**config.mk**
```make
export PLATFORM = sky130hd
export DESIGN_NAME = sfm_top
export DESIGN_NICKNAME = d
export VERILOG_FILES = /design/src/rtl/sfm_pkg.sv /design/src/rtl/sfm_hist_if.sv /design/src/rtl/sfm_history.sv /design/src/rtl/sfm_top.sv
export SDC_FILE = /design/constraint.sdc
export NUM_CORES = 2
export LEC_CHECK = 0
export BUFFER_PORTS_ARGS = -buffer_cell sky130_fd_sc_hd__clkbuf_2
export CAP_MARGIN = 5
export CORE_ASPECT_RATIO = 1.75
export CORE_MARGIN = 2
export CORE_UTILIZATION = 60
export DETAILED_ROUTE_END_ITERATION = 10
export GPL_TIMING_DRIVEN = 0
export HOLD_SLACK_MARGIN = 0.1
export PLACE_DENSITY = 0.79
export SLEW_MARGIN = 10
export SYNTH_ARGS = -nofsm -noshare
export SYNTH_HDL_FRONTEND = slang
export SYNTH_SLANG_ARGS = --single-unit
```
**constraint.sdc**
```tcl
create_clock -name clk_sys -period 138.6 [get_ports clk_sys]
set_input_delay 6.93 -clock clk_sys [delete_from_list [all_inputs] [get_ports clk_sys]]
set_output_delay 6.93 -clock clk_sys [all_outputs]
set_load 0.05 [all_outputs]
```
**src/rtl/sfm_pkg.sv**
```systemverilog
// Package of constants and types for the servo fault manager
package sfm_pkg;

  // ==========================================================================
  // Register offsets (byte addresses)
  localparam logic [7:0] SFM_OFS_CTRL     = 8'h00;
  localparam logic [7:0] SFM_OFS_ALARM    = 8'h04;
  localparam logic [7:0] SFM_OFS_ACTIVE   = 8'h08;
  localparam logic [7:0] SFM_OFS_HIST_SEL = 8'h0C;
  localparam logic [7:0] SFM_OFS_HIST_CODE= 8'h10;
  localparam logic [7:0] SFM_OFS_SNAP0    = 8'h14;
  localparam logic [7:0] SFM_OFS_PARAM    = 8'h34;
  localparam logic [7:0] SFM_OFS_STATUS   = 8'h38;
  localparam logic [7:0] SFM_OFS_SNAPIN   = 8'h3C;

  // ==========================================================================
  // Control register field positions
  localparam int SFM_CTRL_INIT_LSB = 0;
  localparam int SFM_CTRL_FAST_BIT = 2;
  localparam int SFM_CTRL_MAP_BIT  = 3;

  // ==========================================================================
  // Class nibbles of a stored code
  localparam logic [3:0] SFM_CLS_NR1 = 4'h0;
  localparam logic [3:0] SFM_CLS_R1  = 4'h2;
  localparam logic [3:0] SFM_CLS_R2  = 4'h6;
  localparam logic [3:0] SFM_CLS_W3  = 4'hE;

  // ==========================================================================
  // Sizes, timing, reset values
  localparam int SFM_HIST_DEPTH  = 10;
  localparam int SFM_DEDUP_DEPTH = 5;
  localparam int SFM_SNAP_NUM    = 8;
  localparam int SFM_CLK_HZ      = 25_000_000;
  localparam int SFM_RST_HOLD_US = 3000;
  localparam int SFM_RST_HOLD_CYC = (SFM_CLK_HZ / 1_000_000) * SFM_RST_HOLD_US + 1;
  localparam logic [15:0] SFM_CODE_NONE = 16'h0000;
  localparam logic [31:0] SFM_ZERO32    = 32'h0000_0000;

  // ==========================================================================
  // Clear sequencer states
  typedef enum logic [1:0]
  {
    SFM_ST_IDLE  = 2'b00,
    SFM_ST_WAIT  = 2'b01,
    SFM_ST_CLEAR = 2'b10,
    SFM_ST_DONE  = 2'b11
  } sfm_clr_e;

  // Severity rank of a class nibble, 3 is highest
  function automatic logic [1:0] sfm_rank(input logic [3:0] cls);
    case (cls)
      SFM_CLS_NR1: sfm_rank = 2'd3;
      SFM_CLS_R1:  sfm_rank = 2'd3;
      SFM_CLS_R2:  sfm_rank = 2'd2;
      default:     sfm_rank = 2'd1;
    endcase
  endfunction

endpackage

```
**src/rtl/sfm_hist_if.sv**
```systemverilog
// Interface carrying history store requests and readout
`timescale 1ns/1ps
interface sfm_hist_if;
  import sfm_pkg::*;
  logic        push;
  logic [15:0] push_code;
  logic [31:0] push_snap [SFM_SNAP_NUM];
  logic        erase;
  logic [3:0]  sel;
  logic [15:0] rd_code;
  logic [31:0] rd_snap [SFM_SNAP_NUM];
  logic [3:0]  count;

  modport ctl (output push, push_code, push_snap, erase, sel,
               input rd_code, rd_snap, count);
  modport mem (input push, push_code, push_snap, erase, sel,
               output rd_code, rd_snap, count);
endinterface

```
**src/rtl/sfm_history.sv**
```systemverilog
// Ten-entry alarm history with deduplication
`timescale 1ns/1ps
module sfm_history
  import sfm_pkg::*;
#(
  parameter int DEPTH = SFM_HIST_DEPTH,
  parameter int DEDUP = SFM_DEDUP_DEPTH
)
(
  // Clock and reset
  input wire logic clk_sys,
  input wire logic rst_sync_n,
  // Store and readout
  sfm_hist_if.mem  h
);

  initial
  begin
    if (DEDUP > DEPTH || DEPTH > 15)
      $error("sfm_history: bad depth");
  end

  // ==========================================================================
  // Storage, entry 0 is most recent
  logic [15:0] code_r [DEPTH];
  logic [15:0] code_nxt [DEPTH];
  logic [31:0] snap_r [DEPTH][SFM_SNAP_NUM];
  logic [31:0] snap_nxt [DEPTH][SFM_SNAP_NUM];
  logic [3:0]  cnt_r;
  logic [3:0]  cnt_nxt;
  logic        dup;

  always_comb
  begin
    dup = 1'b0;
    for (int i = 0; i < DEDUP; i++)
      if (4'(i) < cnt_r && code_r[i] == h.push_code)
        dup = 1'b1;                                           // RULE11
    code_nxt = code_r;
    snap_nxt = snap_r;
    cnt_nxt  = cnt_r;
    if (h.erase)
    begin
      cnt_nxt = 4'h0;                                         // RULE12
      for (int i = 0; i < DEPTH; i++)
        code_nxt[i] = SFM_CODE_NONE;
    end
    else if (h.push && !dup)
    begin
      for (int i = DEPTH - 1; i > 0; i--)
      begin
        code_nxt[i] = code_r[i-1];                            // RULE19
        snap_nxt[i] = snap_r[i-1];
      end
      code_nxt[0] = h.push_code;                              // RULE10
      snap_nxt[0] = h.push_snap;
      if (cnt_r < 4'(DEPTH))
        cnt_nxt = cnt_r + 4'h1;
    end
  end

  always_ff @(posedge clk_sys or negedge rst_sync_n)
  begin
    if (!rst_sync_n)
    begin
      cnt_r <= 4'h0;
      for (int i = 0; i < DEPTH; i++)
      begin
        code_r[i] <= SFM_CODE_NONE;
        for (int j = 0; j < SFM_SNAP_NUM; j++)
          snap_r[i][j] <= SFM_ZERO32;
      end
    end
    else
    begin
      cnt_r  <= cnt_nxt;
      code_r <= code_nxt;
      snap_r <= snap_nxt;
    end
  end

  // ==========================================================================
  // Readout of entry sel
  always_comb
  begin
    h.rd_code = SFM_CODE_NONE;                                // RULE14
    for (int j = 0; j < SFM_SNAP_NUM; j++)
      h.rd_snap[j] = SFM_ZERO32;
    if (h.sel < cnt_r)
    begin
      h.rd_code = code_r[h.sel];                              // RULE13
      h.rd_snap = snap_r[h.sel];
    end
  end
  assign h.count = cnt_r;

endmodule

```
**src/rtl/sfm_top.sv**
```systemverilog
// Servo fault manager: alarm grading, clearing, history and coded outputs
// Summary of operation
// RULE1 - Four alarm classes, class 1 highest
// RULE2 - Non-resettable class-1 faults never cleared
// RULE3 - Reset only while reset input valid
// RULE4 - Class 1/2 reset needs servo enable off
// RULE5 - Class-3 warning clears on reset alone
// RULE6 - Reset level must hold over 3 ms
// RULE7 - Reset on fast input is ignored
// RULE8 - Active cause blocks reset; settings not applied
// RULE9 - Shutdown settings apply after enable off
// RULE10 - History keeps last ten alarms with snapshot
// RULE11 - Repeat within last five stored once
// RULE12 - History erased only by init 1 or 2
// RULE13 - Index selects entry; code plus eight values
// RULE14 - Empty entry reads code zero
// RULE15 - Code: class nibble plus alarm number
// RULE16 - Reader converts decimal code to hex
// RULE17 - Three outputs carry code bits one-three
// RULE18 - Example patterns per alarm bit table
// RULE19 - History circular, newest is entry one; code shifts entries and keeps the newest at entry 0
// RULE20 - Highest class wins, earliest within class
`timescale 1ns/1ps
module sfm_top
  import sfm_pkg::*;
#(
  parameter int RST_HOLD_CYC = SFM_RST_HOLD_CYC
)
(
  // Clock and reset
  input  wire logic        clk_sys,
  input  wire logic        rst_n,
  // APB slave
  input  wire logic        psel,
  input  wire logic        penable,
  input  wire logic        pwrite,
  input  wire logic [7:0]  paddr,
  input  wire logic [31:0] pwdata,
  output logic [31:0]      prdata,
  output logic             pready,
  output logic             pslverr,
  // Drive pins
  input  wire logic        alarm_clear_request,
  input  wire logic        servo_enable,
  input  wire logic        alarm_cause_present,
  // Coded alarm outputs
  output logic             code_out_b1,
  output logic             code_out_b2,
  output logic             code_out_b3,
  // Active alarm and settings status
  output logic             alarm_active,
  output logic             settings_applied
);

  initial
  begin
    if (RST_HOLD_CYC < 1 || RST_HOLD_CYC > 2**24 - 1)
      $error("sfm_top: bad hold count");
  end

  // ==========================================================================
  // Reset release and pin synchronisers
  logic rst_m_r, rst_sync_n;
  logic [2:0] pin_m_r, pin_s_r;

  always_ff @(posedge clk_sys or negedge rst_n)
  begin
    if (!rst_n)
    begin
      rst_m_r    <= 1'b0;
      rst_sync_n <= 1'b0;
    end
    else
    begin
      rst_m_r    <= 1'b1;
      rst_sync_n <= rst_m_r;
    end
  end

  always_ff @(posedge clk_sys or negedge rst_sync_n)
  begin
    if (!rst_sync_n)
    begin
      pin_m_r <= 3'b000;
      pin_s_r <= 3'b000;
    end
    else
    begin
      pin_m_r <= {alarm_cause_present, servo_enable, alarm_clear_request};
      pin_s_r <= pin_m_r;
    end
  end

  logic clr_pin, son, cause;
  assign clr_pin = pin_s_r[0];
  assign son     = pin_s_r[1];
  assign cause   = pin_s_r[2];

  // ==========================================================================
  // Registers
  logic [31:0] ctrl_r, ctrl_nxt;
  logic [31:0] alarm_r, alarm_nxt;
  logic [31:0] sel_r, sel_nxt;
  logic [31:0] param_r, param_nxt;
  logic [31:0] pend_r, pend_nxt;
  logic        pend_v_r, pend_v_nxt;
  logic [31:0] snapin_r [SFM_SNAP_NUM];
  logic [31:0] snapin_nxt [SFM_SNAP_NUM];
  logic        raise;

  // Active alarm and clear sequencer
  logic [15:0] act_code_r, act_code_nxt;
  logic        act_r, act_nxt;
  logic [23:0] hold_r, hold_nxt;
  logic        rst_ok;
  sfm_clr_e    st_r, st_nxt;

  sfm_hist_if hif ();

  logic wr, rd;
  assign wr = psel && penable && pwrite;
  assign rd = psel && penable && !pwrite;
  assign raise = wr && paddr == SFM_OFS_ALARM;

  // ==========================================================================
  // Software register updates
  always_comb
  begin
    ctrl_nxt   = ctrl_r;
    alarm_nxt  = alarm_r;
    sel_nxt    = sel_r;
    param_nxt  = param_r;
    pend_nxt   = pend_r;
    pend_v_nxt = pend_v_r;
    snapin_nxt = snapin_r;
    if (wr)
    begin
      case (paddr)
        SFM_OFS_CTRL:     ctrl_nxt = pwdata;
        SFM_OFS_ALARM:    alarm_nxt = pwdata;
        SFM_OFS_HIST_SEL: sel_nxt = {28'h000_0000, pwdata[3:0]};
        SFM_OFS_PARAM:
        begin
          pend_nxt   = pwdata;
          pend_v_nxt = 1'b1;
        end
        default:
        begin
          if (paddr >= SFM_OFS_SNAPIN && paddr < SFM_OFS_SNAPIN + 8'(4 * SFM_SNAP_NUM) &&
              paddr[1:0] == 2'b00)
            snapin_nxt[3'((paddr - SFM_OFS_SNAPIN) >> 2)] = pwdata;
        end
      endcase
    end
    if (wr && paddr == SFM_OFS_CTRL)
      ctrl_nxt[1:0] = 2'b00;
    if (pend_v_r && !son && !(wr && paddr == SFM_OFS_PARAM))
    begin
      param_nxt  = pend_r;                                    // RULE9
      pend_v_nxt = 1'b0;                                      // RULE8
    end
  end

  // ==========================================================================
  // Alarm grading and clearing
  logic valid_cls;
  assign valid_cls = alarm_nxt[15:12] inside {SFM_CLS_NR1, SFM_CLS_R1, SFM_CLS_R2, SFM_CLS_W3};
  // Coded pin pattern of an alarm
  function automatic logic [2:0] sfm_al_bits(input logic [15:0] code);
    case (code[11:0])
      12'h400: sfm_al_bits = 3'b011;                          // RULE18
      12'h500: sfm_al_bits = 3'b010;                          // RULE18
      12'hB00: sfm_al_bits = 3'b100;                          // RULE18
      default: sfm_al_bits = code[3:1];                       // RULE17
    endcase
  endfunction
  logic [2:0] al_nxt;
  assign al_nxt = sfm_al_bits(act_code_nxt);

  always_comb
  begin
    st_nxt       = st_r;
    hold_nxt     = hold_r;
    act_code_nxt = act_code_r;
    act_nxt      = act_r;
    rst_ok       = 1'b0;
    if (!clr_pin || !ctrl_r[SFM_CTRL_MAP_BIT] || ctrl_r[SFM_CTRL_FAST_BIT])
    begin
      st_nxt   = SFM_ST_IDLE;                                 // RULE3 RULE7
      hold_nxt = 24'h00_0000;
    end
    else
    begin
      case (st_r)
        SFM_ST_IDLE:
        begin
          st_nxt   = SFM_ST_WAIT;
          hold_nxt = 24'h00_0001;
        end
        SFM_ST_WAIT:
        begin
          hold_nxt = hold_r + 24'h00_0001;
          if (hold_r >= 24'(RST_HOLD_CYC))
            st_nxt = SFM_ST_CLEAR;                            // RULE6
        end
        SFM_ST_CLEAR:
        begin
          rst_ok = 1'b1;
          st_nxt = SFM_ST_DONE;
        end
        SFM_ST_DONE: st_nxt = SFM_ST_DONE;
        default:     st_nxt = SFM_ST_IDLE;
      endcase
    end
    if (rst_ok && act_r && !cause)                            // RULE8
    begin
      case (act_code_r[15:12])
        SFM_CLS_NR1: act_nxt = 1'b1;                          // RULE2
        SFM_CLS_W3:  act_nxt = 1'b0;                          // RULE5
        default:     act_nxt = son;                           // RULE4
      endcase
    end
    if (raise && valid_cls)
    begin
      if (!act_nxt || sfm_rank(alarm_nxt[15:12]) > sfm_rank(act_code_nxt[15:12])) // RULE1
        act_code_nxt = alarm_nxt[15:0];                       // RULE20
      act_nxt = 1'b1;
    end
  end
  // History connections
  assign hif.push      = raise && valid_cls;                  // RULE10
  assign hif.push_code = pwdata[15:0];                        // RULE15
  assign hif.push_snap = snapin_r;
  assign hif.erase     = wr && paddr == SFM_OFS_CTRL &&
                         (pwdata[1:0] == 2'd1 || pwdata[1:0] == 2'd2); // RULE12
  assign hif.sel       = sel_r[3:0];

  sfm_history u_hist
  (
    .clk_sys    (clk_sys),
    .rst_sync_n (rst_sync_n),
    .h          (hif)
  );

  // ==========================================================================
  // APB read data
  logic [31:0] rdata_nxt;
  always_comb
  begin
    rdata_nxt = SFM_ZERO32;
    case (paddr)
      SFM_OFS_CTRL:      rdata_nxt = ctrl_r;
      SFM_OFS_ALARM:     rdata_nxt = alarm_r;
      SFM_OFS_ACTIVE:    rdata_nxt = {15'h0000, act_r, act_code_r};
      SFM_OFS_HIST_SEL:  rdata_nxt = sel_r;
      SFM_OFS_HIST_CODE: rdata_nxt = {16'h0000, hif.rd_code};         // RULE13 RULE14
      SFM_OFS_PARAM:     rdata_nxt = param_r;
      SFM_OFS_STATUS:    rdata_nxt = {24'h00_0000, pend_v_r, son, hif.count, st_r == SFM_ST_DONE,
                                      clr_pin};
      default:
      begin
        if (paddr >= SFM_OFS_SNAP0 && paddr < SFM_OFS_PARAM && paddr[1:0] == 2'b00)
          rdata_nxt = hif.rd_snap[3'((paddr - SFM_OFS_SNAP0) >> 2)];
      end
    endcase
  end

  // ==========================================================================
  // State registers and outputs
  always_ff @(posedge clk_sys or negedge rst_sync_n)
  begin
    if (!rst_sync_n)
    begin
      ctrl_r     <= SFM_ZERO32;
      alarm_r    <= SFM_ZERO32;
      sel_r      <= SFM_ZERO32;
      param_r    <= SFM_ZERO32;
      pend_r     <= SFM_ZERO32;
      pend_v_r   <= 1'b0;
      for (int j = 0; j < SFM_SNAP_NUM; j++)
        snapin_r[j] <= SFM_ZERO32;
      act_code_r <= SFM_CODE_NONE;
      act_r      <= 1'b0;
      hold_r     <= 24'h00_0000;
      st_r       <= SFM_ST_IDLE;
      prdata     <= SFM_ZERO32;
      pready     <= 1'b0;
      pslverr    <= 1'b0;
      code_out_b1 <= 1'b0;
      code_out_b2 <= 1'b0;
      code_out_b3 <= 1'b0;
      alarm_active <= 1'b0;
      settings_applied <= 1'b0;
    end
    else
    begin
      ctrl_r     <= ctrl_nxt;
      alarm_r    <= alarm_nxt;
      sel_r      <= sel_nxt;
      param_r    <= param_nxt;
      pend_r     <= pend_nxt;
      pend_v_r   <= pend_v_nxt;
      snapin_r   <= snapin_nxt;
      act_code_r <= act_code_nxt;
      act_r      <= act_nxt;
      hold_r     <= hold_nxt;
      st_r       <= st_nxt;
      prdata     <= (psel && !penable && !pwrite) ? rdata_nxt : prdata;
      pready     <= psel && !penable;
      pslverr    <= 1'b0;
      code_out_b1 <= act_nxt & al_nxt[0];                     // RULE17 RULE18
      code_out_b2 <= act_nxt & al_nxt[1];                     // RULE17
      code_out_b3 <= act_nxt & al_nxt[2];                     // RULE17
      alarm_active <= act_nxt;
      settings_applied <= !pend_v_nxt;
    end
  end
  logic unused_rd;
  assign unused_rd = rd;

endmodule

```
==> flow_summary_export.csv <==
group,metric,value,unit
sta,tightest_slew,1.839,ns
setup_path,crit_path_max_fanout,10,
yosys,syn-mean-instance-area,16.76,um^2
drt,drc,0,
die,core_area,255800,um^2
pwr,p_switching,459.3,uW
worst_hold_path,holdCritPathClass,"reg -> reg",
global_route,track_usage,48.52,%
drt,avgViaCountPerCell,7.174,
cts,cts_buffer_depth,4,
cts,worstSkewPairLatency,0.91,ns
layout,fill_cells,17180,
die,rows,246,
yosys,synth-edff-count,0,
pwr,p_total,1909,uW
sta,fin_skew,0.04591,ns
status,status,"finished with violations",
sta,post-route-min-period,14.12,ns
placed_design,dp_hpwl,451.1,mm
cts,clock_sinks,3201,
yosys,yosys.area.top_type_share,52.05,%
cts,cts-root-buf,"clkbuf_16",
setup_path,reg2reg_slack,131.31,ns
die,initial_core_util,60.17,%
setup_path,startpoint_type,"primary input",
pwr,intPower,1450,uW
sta,finalSetupViolCount,0,
drt,firstDrtPassIters,5,
sta,fin_hold_ws,0.3509,ns
sta,fmax,70.82,MHz
sta,rsz0062_at_grt,"no",
sta,relSlewSlack,-26.13,%
pwr,pwr-share-comb,4.7,%
cts,hold_buffers,0,
yosys,yosys.cell_count.top_type,"dfrtp_1",
yosys,ys_warn_count,0,
global_route,grt_max_degree,71,
cts,post-cts-setup-buffer-count,0,
pwr,p_seq_share,49.3,%
layout,drive_gt1_share,49.98,%
drt,wl_per_cell,47.18,um
pwr,switching_share,24.06,%
yosys,synth-seq-cells,3201,
sta,period_share,10.19,%
job,cap_violations,1,
layout,final_nets,9718,
setup_path,cp.required,139.37,ns
sta,maxSlewViolCount,3,
yosys,synth_area,153900,um^2
global_route,overflow,0,
cts,cts_tree,"done",
cts,cts_inserted_buffers,302,
placed_design,gp_congestion,1.028,
die,die_area,260700,um^2
sta,finalHoldViolCount,0,
global_route,antenna_found_initial,62,
yosys,yosysTopAreaCell,"dfrtp_1",
drt,detail_route.iter0.violations,10750,
drt,wl,626.0,mm
setup_path,crit_arrival,14.89,ns
yosys,async_flop_share,100.0,%
pwr,pwr-share-clk,46.1,%
yosys,synth_fp_nets,9243,
drt,vias,95170,
cts,clk_pin_slew_worst_paths,0.07,ns
sta,tns,0,ns
yosys,ys_seq_area_share,52.05,%
drt,antenna_left,0,
pwr,p_per_area,11.15,nW/um^2
placed_design,port-buffer-count,68,
layout,area_growth,11.31,%
die,die_y,674.0,um
yosys,synthTopCellsByArea,"dfrtp_1 52%, mux2_4 23%, mux4_2 11%",
placed_design,place_worst_setup_slack,124.22,ns
yosys,synth_common_cells,"3201 x dfrtp_1, 2400 x mux2_4, 769 x mux4_2",
yosys,syn_inst,9181,
global_route,grt_pass1_wl,850.4,mm
setup_path,cp-end-kind,"register",
cts,postCtsResizedCells,0,
pwr,power.leakage,0.07918,uW
status,violations,"max-capacitance violations, max-slew violations",
sta,worst_slack,124.48,ns
global_route,grt_pass1_vias,98280,
yosys,synth.distinct_cells,78,
cts,htreeDepth,5,
die,die_w,386.8,um
yosys,ys.flop_type,"dfrtp_1",
setup_path,path_class,"in -> reg",
pwr,ir_drop,0.01196,mV
die,ioPinCount,87,
cells in the final DEF (no fill, tap or decap), drive strengths merged, types with 29 or more instances in the layout:
cell type,count
a21oi,215
a221oi,32
a31oi,43
buf,574
bufinv,29
clkbuf,704
clkinv,64
dfrtp,3201
diode,37
inv,31
mux2,2975
mux2i,99
mux4,769
nand2,466
nand3,37
nor2,101
o21ai,117
o22ai,45
xnor2,44
xor2,46
worst max-delay path, cell delays in order:
cell and delay, ns:
clkbuf_2 0.12, buf_2 0.25, inv_2 0.41, buf_2 0.53
buf_12 0.27, clkbuf_2 0.54, buf_16 0.24, ha_1 0.39
buf_2 0.40, buf_2 0.61, buf_2 0.53, clkbuf_2 0.63
buf_12 0.28, buf_2 0.50, mux2i_1 1.48, o21ai_0 0.19
o21ai_0 0.24, a31oi_1 0.10
power groups by stage:
stage / combinational (uW) / sequential [uW] / clock, uW
after global routing: 91.1 / 940 / 913
after CTS: 87.2 / 940 / 877
after detailed placement: 86.9 / 958 / 0
after floorplan: 21.9 / 981 / 0
after global placement: 59.3 / 983 / 0
final: 89.6 / 941 / 879
per-stage QoR:
stage	instances	utilization, %	instance area (um^2)
after floorplan	9181	-	153900
after global placement	12600	61.94	158400
after detailed placement	12700	63.00	161100
after CTS	13230	66.93	171200
after global routing	13240	66.95	171200
final	13270	66.98	171300
routing by layer:
layer	global-route usage [%]	vias to the layer above	routed length [um]
met1	53.54	51010	201200
li1	-	34970	-
met3	13.70	2446	58540
met5	0	-	129
met2	72.51	6726	281500
met4	52.81	18	84600
cell type report:
type / count / area [um^2] / area share [%]
flip-flops and latches: 3201 / 80110 / 46.76
multi-input cells: 5271 / 68670 / 40.09
clock buffers: 419 / 8648 / 5.048
plain buffers: 688 / 5216 / 3.045
well taps: 3348 / 4189 / 2.445
repair buffers: 171 / 2904 / 1.695
clock inverters: 111 / 1401 / 0.8180
diodes: 37 / 92.59 / 0.05405
inverters: 21 / 78.83 / 0.04601
cell families after synthesis:
group                      after synthesis  synth area share, %
muxes                                 3843                39.52
DFF                                   3201                52.05
and+or+nand+nor                        737                2.084
buffers and inverters                  709                3.360
AOI/OAI and AO/OA                      585                2.359
xor gates and xnor gates                90               0.5122
adders and majority gates               14               0.1138
other                                    2             0.004880
flip-flops by register name, summed over array words and instances (netlist names), 2 cells and up:
signal,cells
u_hist.h.count,4
u_hist.code_r,160
sel_r,4
pin_m_r,3
st_r,2
param_r,32
u_hist.snap_r,2560
pend_r,32
act_code_r,16
prdata,32
ctrl_r,32
pin_s_r,3
hif.push_snap,256
hold_r,24
alarm_r,32
path summary, 6_finish.rpt:
path,from,end,cells after the start
max,paddr[2],prdata[20],18
min,rst_m_r,rst_sync_n,0
max reg2reg,sel_r[1],prdata[19],10
min reg2reg,rst_m_r,rst_sync_n,0
max in group asynchronous,rst_n,rst_sync_n,1
min in group asynchronous,rst_sync_n,u_hist.snap_r[2059],0
No activity file was read; power rests on OpenSTA's default activity.
